--- config.mk ---
export PLATFORM = sky130hd
export DESIGN_NAME = dxbs_sequencer
export DESIGN_NICKNAME = d
export VERILOG_FILES = /design/src/verilog/dxbs_pkg.sv /design/src/verilog/dxbs_sync.sv /design/src/verilog/dxbs_sequencer.sv
export SDC_FILE = /design/constraint.sdc
export NUM_CORES = 1
export LEC_CHECK = 0
export CAP_MARGIN = 0
export CORE_ASPECT_RATIO = 0.7
export CORE_MARGIN = 8
export CORE_UTILIZATION = 55
export CTS_BUF_LIST = sky130_fd_sc_hd__clkbuf_4 sky130_fd_sc_hd__clkbuf_8
export CTS_CLUSTER_SIZE = 8
export DETAILED_ROUTE_END_ITERATION = 7
export DONT_BUFFER_PORTS = 1
export GPL_TIMING_DRIVEN = 0
export PLACE_DENSITY = 0.7
export SYNTH_ARGS = -nofsm -noshare
export SYNTH_HDL_FRONTEND = slang
export SYNTH_SLANG_ARGS = --single-unit
--- constraint.sdc ---
create_clock -name core_clk -period 3.8 [get_ports core_clk]
set_clock_uncertainty 0.15 [all_clocks]
set_input_delay 0.19 -clock core_clk [delete_from_list [all_inputs] [get_ports core_clk]]
set_output_delay 0.19 -clock core_clk [all_outputs]
set_load 0.03 [all_outputs]
--- src/verilog/dxbs_pkg.sv ---
// dxbs_pkg: constants for the external bus sequencer
// assumes: one 100 MHz core clock, synchronous active-high reset
package dxbs_pkg;
   localparam int          ADDR_W       = 12;
   localparam int          DATA_W       = 16;
   localparam int          PORT_W       = 3;
   localparam int          SYNC_STAGES  = 2;
   localparam int          RESET_MIN_CYC = 5;
   localparam logic [11:0] ADDR_ZERO    = 12'h000;
   localparam logic [15:0] DATA_ZERO    = 16'h0000;
   localparam logic [11:0] PORT_HIGH    = 12'hff8;
   localparam logic [11:0] PC_STEP      = 12'h001;
   // operation codes
   localparam logic [2:0]  OP_NONE      = 3'h0;
   localparam logic [2:0]  OP_TABLE_READ_OP      = 3'h1;
   localparam logic [2:0]  OP_TABLE_WRITE_OP      = 3'h2;
   localparam logic [2:0]  OP_IN        = 3'h3;
   localparam logic [2:0]  OP_OUT       = 3'h4;
   // bus cycle states
   typedef enum logic [5:0] {
      DXBS_RST   = 6'h01,
      DXBS_FETCH = 6'h02,
      DXBS_DUMMY = 6'h04,
      DXBS_DATA  = 6'h08,
      DXBS_PORT  = 6'h10,
      DXBS_WAIT  = 6'h20
   } dxbs_state_t;
endpackage : dxbs_pkg

--- src/verilog/dxbs_sync.sv ---
// dxbs_sync: two-flop synchroniser for the reset pin
// assumes: input is asynchronous to core_clk
`timescale 1ns/10ps
module dxbs_sync (
   // clock
   input  wire logic core_clk,
   // pin and synchronised level
   input  wire logic asyncIn,
   output logic      syncOut
);
   logic stage1;
   always_ff @(posedge core_clk) begin
      stage1  <= asyncIn;
      syncOut <= stage1;
   end
endmodule : dxbs_sync

--- src/verilog/dxbs_sequencer.sv ---
// dxbs_sequencer: program memory and port bus cycle sequencer
// assumes: core issues one op at a time on opValid when opReady is high
`timescale 1ns/10ps
module dxbs_sequencer (
   // clock and reset
   input  wire logic        core_clk,
   input  wire logic        rst,
   input  wire logic        reset_in_n,
   // core side
   input  wire logic        opValid,
   input  wire logic [2:0]  opKind,
   input  wire logic [11:0] opAddr,
   input  wire logic [2:0]  opPort,
   input  wire logic [15:0] opWData,
   output logic             opReady,
   output logic             rdValid,
   output logic [15:0]      rdData,
   output logic [15:0]      instrWord,
   output logic             instrValid,
   // external bus
   output logic [11:0]      address_outputs,
   output logic             program_memory_strobe_n,
   output logic             io_read_strobe_n,
   output logic             write_strobe_n,
   input  wire logic [15:0] dataIn,
   output logic [15:0]      dataOut,
   output logic             dataOe
);
   logic                 pinResetN;
   logic                 inReset;
   logic [11:0]          pc;
   logic [2:0]           curOp;
   logic [11:0]          curAddr;
   logic [2:0]           curPort;
   logic [15:0]          curData;
   logic [15:0]          dataSample;
   logic                 rdPending;
   dxbs_pkg::dxbs_state_t state;

   function automatic logic [11:0] port_addr(input logic [2:0] p);
      port_addr = dxbs_pkg::PORT_HIGH | {9'h000, p};
   endfunction : port_addr

   // both reset edges pass two flops
   dxbs_sync u_sync (
      .core_clk (core_clk),
      .asyncIn  (reset_in_n),
      .syncOut  (pinResetN)
   );

   assign inReset = rst | ~pinResetN;

   // read data sampled off the pin into flops
   always_ff @(posedge core_clk) begin
      dataSample <= dataIn;
   end

   // sequence of bus cycles
   always_ff @(posedge core_clk) begin
      if (inReset) begin
         state   <= dxbs_pkg::DXBS_RST;
         pc      <= dxbs_pkg::ADDR_ZERO;
         curOp   <= dxbs_pkg::OP_NONE;
         curAddr <= dxbs_pkg::ADDR_ZERO;
         curPort <= 3'h0;
         curData <= dxbs_pkg::DATA_ZERO;
      end else begin
         case (state)
            dxbs_pkg::DXBS_RST: begin
               state <= dxbs_pkg::DXBS_WAIT;
            end
            dxbs_pkg::DXBS_WAIT: begin
               if (opValid) begin
                  curOp   <= opKind;
                  curAddr <= opAddr;
                  curPort <= opPort;
                  curData <= opWData;
                  state   <= dxbs_pkg::DXBS_FETCH;
               end
            end
            dxbs_pkg::DXBS_FETCH: begin
               pc <= pc + dxbs_pkg::PC_STEP;
               if (curOp == dxbs_pkg::OP_TABLE_READ_OP || curOp == dxbs_pkg::OP_TABLE_WRITE_OP)
                  state <= dxbs_pkg::DXBS_DUMMY;
               else if (curOp == dxbs_pkg::OP_IN || curOp == dxbs_pkg::OP_OUT)
                  state <= dxbs_pkg::DXBS_PORT;
               else
                  state <= dxbs_pkg::DXBS_WAIT;
            end
            dxbs_pkg::DXBS_DUMMY: begin
               state <= dxbs_pkg::DXBS_DATA;
            end
            dxbs_pkg::DXBS_DATA, dxbs_pkg::DXBS_PORT: begin
               curOp <= dxbs_pkg::OP_NONE;
               state <= dxbs_pkg::DXBS_WAIT;
            end
            default: begin
               state <= dxbs_pkg::DXBS_RST;
            end
         endcase
      end
   end

   // bus pins, registered; strobes mutually exclusive
   always_ff @(posedge core_clk) begin
      if (inReset) begin
         program_memory_strobe_n <= 1'b1;
         io_read_strobe_n        <= 1'b1;
         write_strobe_n          <= 1'b1;
         dataOe                  <= 1'b0;
         dataOut                 <= dxbs_pkg::DATA_ZERO;
         address_outputs         <= dxbs_pkg::ADDR_ZERO;
      end else begin
         program_memory_strobe_n <= 1'b1;
         io_read_strobe_n        <= 1'b1;
         write_strobe_n          <= 1'b1;
         dataOe                  <= 1'b0;
         case (state)
            dxbs_pkg::DXBS_WAIT: begin
               if (opValid) begin
                  address_outputs         <= pc;
                  program_memory_strobe_n <= 1'b0;
               end
            end
            dxbs_pkg::DXBS_FETCH: begin
               if (curOp == dxbs_pkg::OP_IN) begin
                  address_outputs  <= port_addr(curPort);
                  io_read_strobe_n <= 1'b0;
               end else if (curOp == dxbs_pkg::OP_OUT) begin
                  address_outputs <= port_addr(curPort);
                  write_strobe_n  <= 1'b0;
                  dataOe          <= 1'b1;
                  dataOut         <= curData;
               end else if (curOp != dxbs_pkg::OP_NONE) begin
                  address_outputs         <= pc + dxbs_pkg::PC_STEP;
                  program_memory_strobe_n <= 1'b0;
               end
            end
            dxbs_pkg::DXBS_DUMMY: begin
               address_outputs <= curAddr;
               if (curOp == dxbs_pkg::OP_TABLE_READ_OP) begin
                  program_memory_strobe_n <= 1'b0;
               end else begin
                  write_strobe_n <= 1'b0;
                  dataOe         <= 1'b1;
                  dataOut        <= curData;
               end
            end
            default: begin
            end
         endcase
      end
   end

   // core side results; read data taken at strobe end
   always_ff @(posedge core_clk) begin
      if (inReset) begin
         opReady    <= 1'b0;
         rdValid    <= 1'b0;
         rdPending  <= 1'b0;
         rdData     <= dxbs_pkg::DATA_ZERO;
         instrWord  <= dxbs_pkg::DATA_ZERO;
         instrValid <= 1'b0;
      end else begin
         opReady    <= (state == dxbs_pkg::DXBS_WAIT) && !opValid;
         rdValid    <= rdPending;
         instrValid <= 1'b0;
         // flag the read cycle; its word lands in dataSample at the strobe end
         rdPending  <= (state == dxbs_pkg::DXBS_DATA && curOp == dxbs_pkg::OP_TABLE_READ_OP) ||
                       (state == dxbs_pkg::DXBS_PORT && curOp == dxbs_pkg::OP_IN);
         if (state == dxbs_pkg::DXBS_FETCH) begin
            instrWord  <= dataIn;
            instrValid <= 1'b1;
         end
         if (rdPending) begin
            rdData <= dataSample;
         end
      end
   end
endmodule : dxbs_sequencer

==> results by group, run 1 <==
Outcome
  – Outcome: finished, final reports clean

Floorplan
  – Die Y: about 97 um
  – Initial Util: a little under three fifths
  – # IOs: roughly 120
  – Die X: around 130 um
  – Core area: about 9100 um2
  – Die area: roughly 13000 um2
  – Core Rows: 29

Synth
  – Area of the mapped netlist: 5150 um2
  – Top_reg_cell synth: dfxtp_1
  – Register area share after synthesis: between 50% and 60%
  – EDFF count, synth: 0
  – Post-synth ARST share: 0%
  – Syn Area/Cell: about 9.1 um2
  – Flops & latches, synth: between 100 and 150
  – Cells after Synth: roughly 570
  – Yosys Warn Count: 0
  – Syn Nets: 621
  – Synth unique cells: between 50 and 60

Placed design
  – IO buf count: 0
  – Detailed Place HPWL: 9.60 mm
  – Routability cong.: 0.869
  – DP Worst Slack: roughly 1400 ps

Power
  – Flop pwr share: roughly 51%
  – Sw power: slightly above 600 uW
  – Logic pwr share: ~3.4%
  – Switch share: roughly a fifth
  – Internal Power: 2.27 mW
  – Clock share of power: between 40% and 50%
  – Peak VDD IR: around 0.0004 V
  – Static leakage: approximately 2.1 nW
  – Cell Pwr Density: roughly 460 nW/um2

Global routing
  – Number of global-route vias before repair: 4310
  – Initial antenna violation count: 1
  – Largest net degree at the start of global routing: 17
  – GRT Util Overall: 22.0%
  – First-pass GRT wire length: 22.6 mm
  – Gr ovfl total: 0

STA
  – Final min period: roughly 2400 ps
  – Max-slew headroom: about 54%
  – Period utilisation layout: between 60% and 70%
  – Max Clock Freq: just over 400 MHz
  – Final setup vio count: 0
  – Final setup TNS: 0 ps
  – Slew Limit Fails: 0
  – Final worst slack: around 1400 ps
  – Fin. Hold Viols: 0
  – Slew @ Worst Pin: 689 ps
  – RSZ-0062 raised after global routing: no

Hold path
  – Worst hold path type: in2reg

Drt
  – Drt first-iter violations: 408
  – Detail Route Antenna Nets: 0
  – DR DRC count: 0
  – Detailed-route via count: roughly 4300
  – Total Routed Length: ~14 mm
  – Avg WL per Cell: around 18 um
  – Vias per Instance: roughly 5.6
  – Drt pass-1 iters: 7

Worst setup path
  – CP Max Fanout: 10
  – CP max-delay cell: a222oi_1
  – Critical Path RT: 3970 ps
  – Worst setup SP type: register
  – WS Path Type: reg2reg
  – Top delay family on crit path: compound AO/OA/AOI/OAI gates
  – Critical Path End Type: register
  – CP peak stage delay: ~410 ps
  – Data arrival at the endpoint of the critical path: 2610 ps
  – Cells along the critical path: buf_2 > and3b_1 > a21oi_1 > buf_2 > o21ai_0 > a222oi_1 > a21oi_1
  – CP Buf/Inv Count: 2

Clock tree
  – Maximum buffer depth of the clock tree: 2
  – Post-CTS Setup Repair Bufs: 0
  – Worst-skew pair later-pin latency: 450 ps
  – Root Buffer: clkbuf_8
  – H-tree levels: 4
  – Sink Count: ~140
  – CTS tree: built
  – Number of clock buffers inserted by TritonCTS: 17
  – Reg clk slew, reported paths: 80 ps
  – CTS Hold Bufs: 52
  – Post-CTS sizing: 0

Flow run
  – Max-cap viol count: 0

Layout
  – Nets: roughly 690
  – Share of post-route cells with drive strength above 1: roughly a tenth
  – Most frequent standard cell in the layout excluding fill and tap cells: dfxtp_1
  – Most frequent cells in the layout: dfxtp_1 (138), nand2_1 (116), a21oi_1 (63), nor2_1 (52), dlygate4sd3_1 (52)
  – Area Overhead vs Synth: 21.7%
[Yosys cell counts, types with 3 or more instances]
master / count / area (um2)
nor3_1: 7 / 35.0
buf_2: 16 / 80.1
o22ai_1: 4 / 25.0
nand2_1: 116 / 435
a21oi_1: 63 / 315
mux2i_1: 33 / 330
a222oi_1: 4 / 40.0
nor4_1: 3 / 18.8
nor2_1: 52 / 195
and3_1: 4 / 25.0
clkbuf_1: 22 / 82.6
dfxtp_1: 138 / 2760
o21ai_1: 11 / 55.1
o211ai_1: 5 / 37.5
nand3_1: 10 / 50.1
a22oi_1: 3 / 22.5
and4_1: 3 / 26.3
xor2_1: 7 / 61.3
o21ai_0: 9 / 45.0
and2_1: 4 / 25.0
a31oi_1: 4 / 25.0
xnor2_1: 8 / 70.1
a221oi_1: 3 / 26.3
nand2b_1: 3 / 18.8
[worst register-to-register path: stages, from the launching register on]
cell and delay (ps):
dfxtp_1 310, buf_2 220, and3b_1 250, a21oi_1 390, buf_2 330, o21ai_0 120, a222oi_1 410, a21oi_1 130
[area by class of cell]
type                    count  area (um2)
clock buffers              20         275
well taps                 124         155
fillers                   697        2800
clock inverters            11         168
inverters                   2        7.51
plain buffers              40         186
multi-input cells         386        2200
repair buffers             52         520
diodes                      1        2.50
flip-flops and latches    138        2760
[routing by layer]
layer | share of wire [%] | GRT usage, % | routed length [um] | vias to the layer above
met5 | 0 | 0 | 0 | -
met2 | 48 | 36.0 | 6730 | 155
met1 | 42 | 25.9 | 5900 | 2072
met3 | 8.3 | 8.47 | 1160 | 30
li1 | - | - | - | 2084
met4 | 1.5 | 7.65 | 206 | 0
[cell families after synthesis]
family | share of synthesized area, %
simple gates | 18.8
mux | 6.84
flops | 53.6
fa+ha+maj | 0.243
compound gates | 14.2
buf+inv | 3.76
xor+xnor | 2.55
[stage by stage]
stage / util (%) / instance area, um2 / hold slack [ps] / std cells / power [mW]
final: 69.2 / 6280 / 31.1 / 774 / 2.88
after global routing: 69.2 / 6280 / 70.2 / 774 / 2.97
after CTS: 69.2 / 6270 / 20.9 / 773 / 2.90
after detailed placement: 58.5 / 5310 / 67.8 / 690 / 1.55
after global placement: 58.5 / 5310 / 67.8 / 690 / 1.55
after floorplan: - / 5150 / 67.7 / 566 / 1.53
[state kept, by name, summed over array words and instances, names as in the netlist]
| register | flops |
|---|---|
| dataSample | 16 |
| dataOe | 1 |
| program_memory_strobe_n | 1 |
| write_strobe_n | 1 |
| rdData | 16 |
| curData | 16 |
| dataOut | 16 |
| pc | 12 |
| state | 6 |
| rdPending | 1 |
| u_sync.syncOut | 1 |
| instrValid | 1 |
| curOp | 3 |
| io_read_strobe_n | 1 |
| curPort | 3 |
| curAddr | 12 |
| address_outputs | 12 |
| instrWord | 16 |
| rdValid | 1 |
| opReady | 1 |
| u_sync.stage1 | 1 |
[power by group through the flow]
stage | sequential [mW] | clock, mW | combinational, mW
floorplan | 1.50 | 0 | 0.0346
global placement | 1.50 | 0 | 0.0495
detailed placement | 1.50 | 0 | 0.0503
CTS | 1.47 | 1.34 | 0.0979
global route | 1.47 | 1.40 | 0.107
finish | 1.47 | 1.32 | 0.0987
[final timing paths]
check / startpoint / endpoint / slack (ps) / cells after the start
max reg2reg: curOp[2]$_SDFFE_PP0P_ / address_outputs[5]$_SDFFE_PP0P_ / 1360 / 7
max: curOp[2]$_SDFFE_PP0P_ / address_outputs[5]$_SDFFE_PP0P_ / 1360 / 7
min reg2reg: u_sync.stage1$_DFF_P_ / u_sync.syncOut$_DFF_P_ / 180 / 0
min: rst / state[0]$_SDFFE_PP1N_ / 30 / 3
(Power assumes the default switching activity.)
==> inputs of run 2 (changes only) <==
==> constraint.sdc (replaced) <==
create_clock -name core_clk -period 2.5 [get_ports core_clk]
set_clock_uncertainty 0.15 [all_clocks]
set_input_delay 0.125 -clock core_clk [delete_from_list [all_inputs] [get_ports core_clk]]
set_output_delay 0.125 -clock core_clk [all_outputs]
set_load 0.03 [all_outputs]
==> results by group, run 2 (synthesis gave the netlist of run 1 again) <==
Outcome
  – Outcome: finished, final reports clean

Global routing
  – Gr ovfl total: 0 (unchanged)
  – Number of global-route vias before repair: 4317 (+0.16%)
  – GRT Util Overall: 22.0% (+0.022 points)
  – First-pass GRT wire length: 22.6 mm (+0.12%)
  – Initial antenna violation count: 1 (unchanged)
  – Largest net degree at the start of global routing: 17 (unchanged)

STA
  – Final worst slack: 180 ps (-1180 ps)
  – Max Clock Freq: 431 MHz (+5.2%)
  – Worst hold slack: 50.1 ps (+19.0 ps)
  – Period utilisation layout: 92.8% (+29 points)
  – Final setup vio count: 0 (unchanged)
  – Slew Limit Fails: 0 (unchanged)
  – Max-slew headroom: 54.0% (-0.093 points)
  – RSZ-0062 raised after global routing: no
  – Slew @ Worst Pin: 691 ps (+1.40 ps)
  – Final setup TNS: 0 ps (unchanged)
  – Fin. Hold Viols: 0 (unchanged)
  – Final min period: 2320 ps (-121 ps)

Flow run
  – Max-cap viol count: 0 (unchanged)

Clock tree
  – CTS tree: built
  – Reg clk slew, reported paths: 80 ps (about the same)
  – Root Buffer: clkbuf_8
  – Sink Count: 138 (unchanged)
  – Worst-skew pair later-pin latency: 450 ps (about the same)
  – Maximum buffer depth of the clock tree: 2 (unchanged)
  – H-tree levels: 4 (unchanged)
  – Number of clock buffers inserted by TritonCTS: 17 (unchanged)

Placed design
  – IO buf count: 0 (unchanged)
  – DP Worst Slack: 140 ps (-1300 ps)
  – Routability cong.: 0.869 (unchanged)
  – Detailed Place HPWL: 9.60 mm (unchanged)

Drt
  – Vias per Instance: 5.62 (+0.15%)
  – Total Routed Length: 14.1 mm (+0.69%)
  – Detail Route Antenna Nets: 0 (unchanged)
  – Drt first-iter violations: 459 (+13%)
  – Avg WL per Cell: 18.1 um (+0.17%)
  – DR DRC count: 0 (unchanged)
  – Detailed-route via count: 4370 (+0.67%)
  – Drt pass-1 iters: 5 (-2)

Layout
  – Most frequent cells in the layout: dfxtp_1 (138), nand2_1 (116), a21oi_1 (62), dlygate4sd3_1 (53), nor2_1 (51)
  – Most frequent standard cell in the layout excluding fill and tap cells: dfxtp_1
  – Util after Layout: 69.6% (+0.46 points)
  – Area Overhead vs Synth: 22.5%
  – Nets: 696 (+0.58%)
  – Share of post-route cells with drive strength above 1: 10.4% (+0.86 points)

Floorplan
  – Core Rows: 29 (unchanged)
  – Core area: 9070 um2 (unchanged)
  – Die X: 132 um (unchanged)
  – Initial Util: 56.8% (unchanged)
  – Die Y: 97 um (unchanged)
  – # IOs: 121 (unchanged)
  – Die area: 12800 um2 (unchanged)

Power
  – Peak VDD IR: 0.000608 V (+52%)
  – Static leakage: 2.11 nW (+1.0%)
  – Cell Pwr Density: 695 nW/um2 (+51%)

Worst setup path
  – Data arrival at the endpoint of the critical path: 2490 ps (-120 ps)
  – Critical Path RT: 2670 ps (-1300 ps)
  – CP Max Fanout: 10 (unchanged)
  – Worst setup SP type: register
  – Critical Path End Type: register
  – R2R setup slack: 180 ps (-1180 ps)
  – WS Path Type: reg2reg

Hold path
  – Worst hold path type: in2reg
[run 2: changes by cell type in the layout (fill, tap and decap cells not counted)]
cell	before	now
buf_4	0	3
a21oi_1	63	62
nor2b_1	2	1
a21oi_2	0	1
nor2b_2	0	1
nor2_2	0	1
dlygate4sd3_1	52	53
nor2_1	52	51
[run 2: timing repair]
action / in CTS / in global routing
hold buffers: 53 / 0
endpoints found under the setup margin: 0 / 15
setup buffers: 0 / 3
resized for setup: 0 / 3
hold endpoints to repair: 74 / 0
[run 2: path summary, 6_finish.rpt]
path,cells after the start,end,from
worst max-delay path,6,dataOut[12]$_SDFFE_PP0P_,state[3]$_SDFFE_PP0N_
worst min-delay path,4,curData[1]$_SDFFE_PP0P_,opValid
worst max register to register,6,dataOut[12]$_SDFFE_PP0P_,state[3]$_SDFFE_PP0N_
worst min register to register,0,u_sync.syncOut$_DFF_P_,u_sync.stage1$_DFF_P_
[run 2: layout make-up]
cell class,instances,area (um2)
inverter,2,7.51
tap,124,155
multi-input combinational,386,2210
buffer,40,186
fill,695,2750
clock buffer,20,275
timing repair buffer,56,553
antenna,1,2.50
clock inverter,11,168
sequential,138,2760
[run 2: through the flow]
step / power [mW] / std cells / area [um2]
3_5_place_dp: 2.36 / 690 / 5310
6_report: 4.39 / 778 / 6320
5_1_grt: 4.52 / 778 / 6320
3_3_place_gp: 2.35 / 690 / 5310
2_1_floorplan: 2.33 / 566 / 5150
4_1_cts: 4.41 / 774 / 6280
[run 2: worst max-delay path: stages, from the launching register on]
cell	delay, ps
dfxtp_1	400
nor3_1	340
nand3_1	310
a21oi_4	460
buf_12	210
mux2i_1	240
nor2_1	60
[run 2: power breakdown]
group          total [mW]  switching (mW)  internal [mW]
Clock                2.00           0.845           1.16
Sequential           2.23          0.0119           2.22
Combinational       0.156          0.0790         0.0770
[run 2: metal layers]
metal | GRT usage, % | up-vias | routed length (um)
li1 | - | 2096 | -
met1 | 25.9 | 2104 | 5980
met2 | 36.1 | 150 | 6780
met3 | 8.47 | 20 | 1160
met4 | 7.65 | 0 | 173
met5 | 0 | - | 0
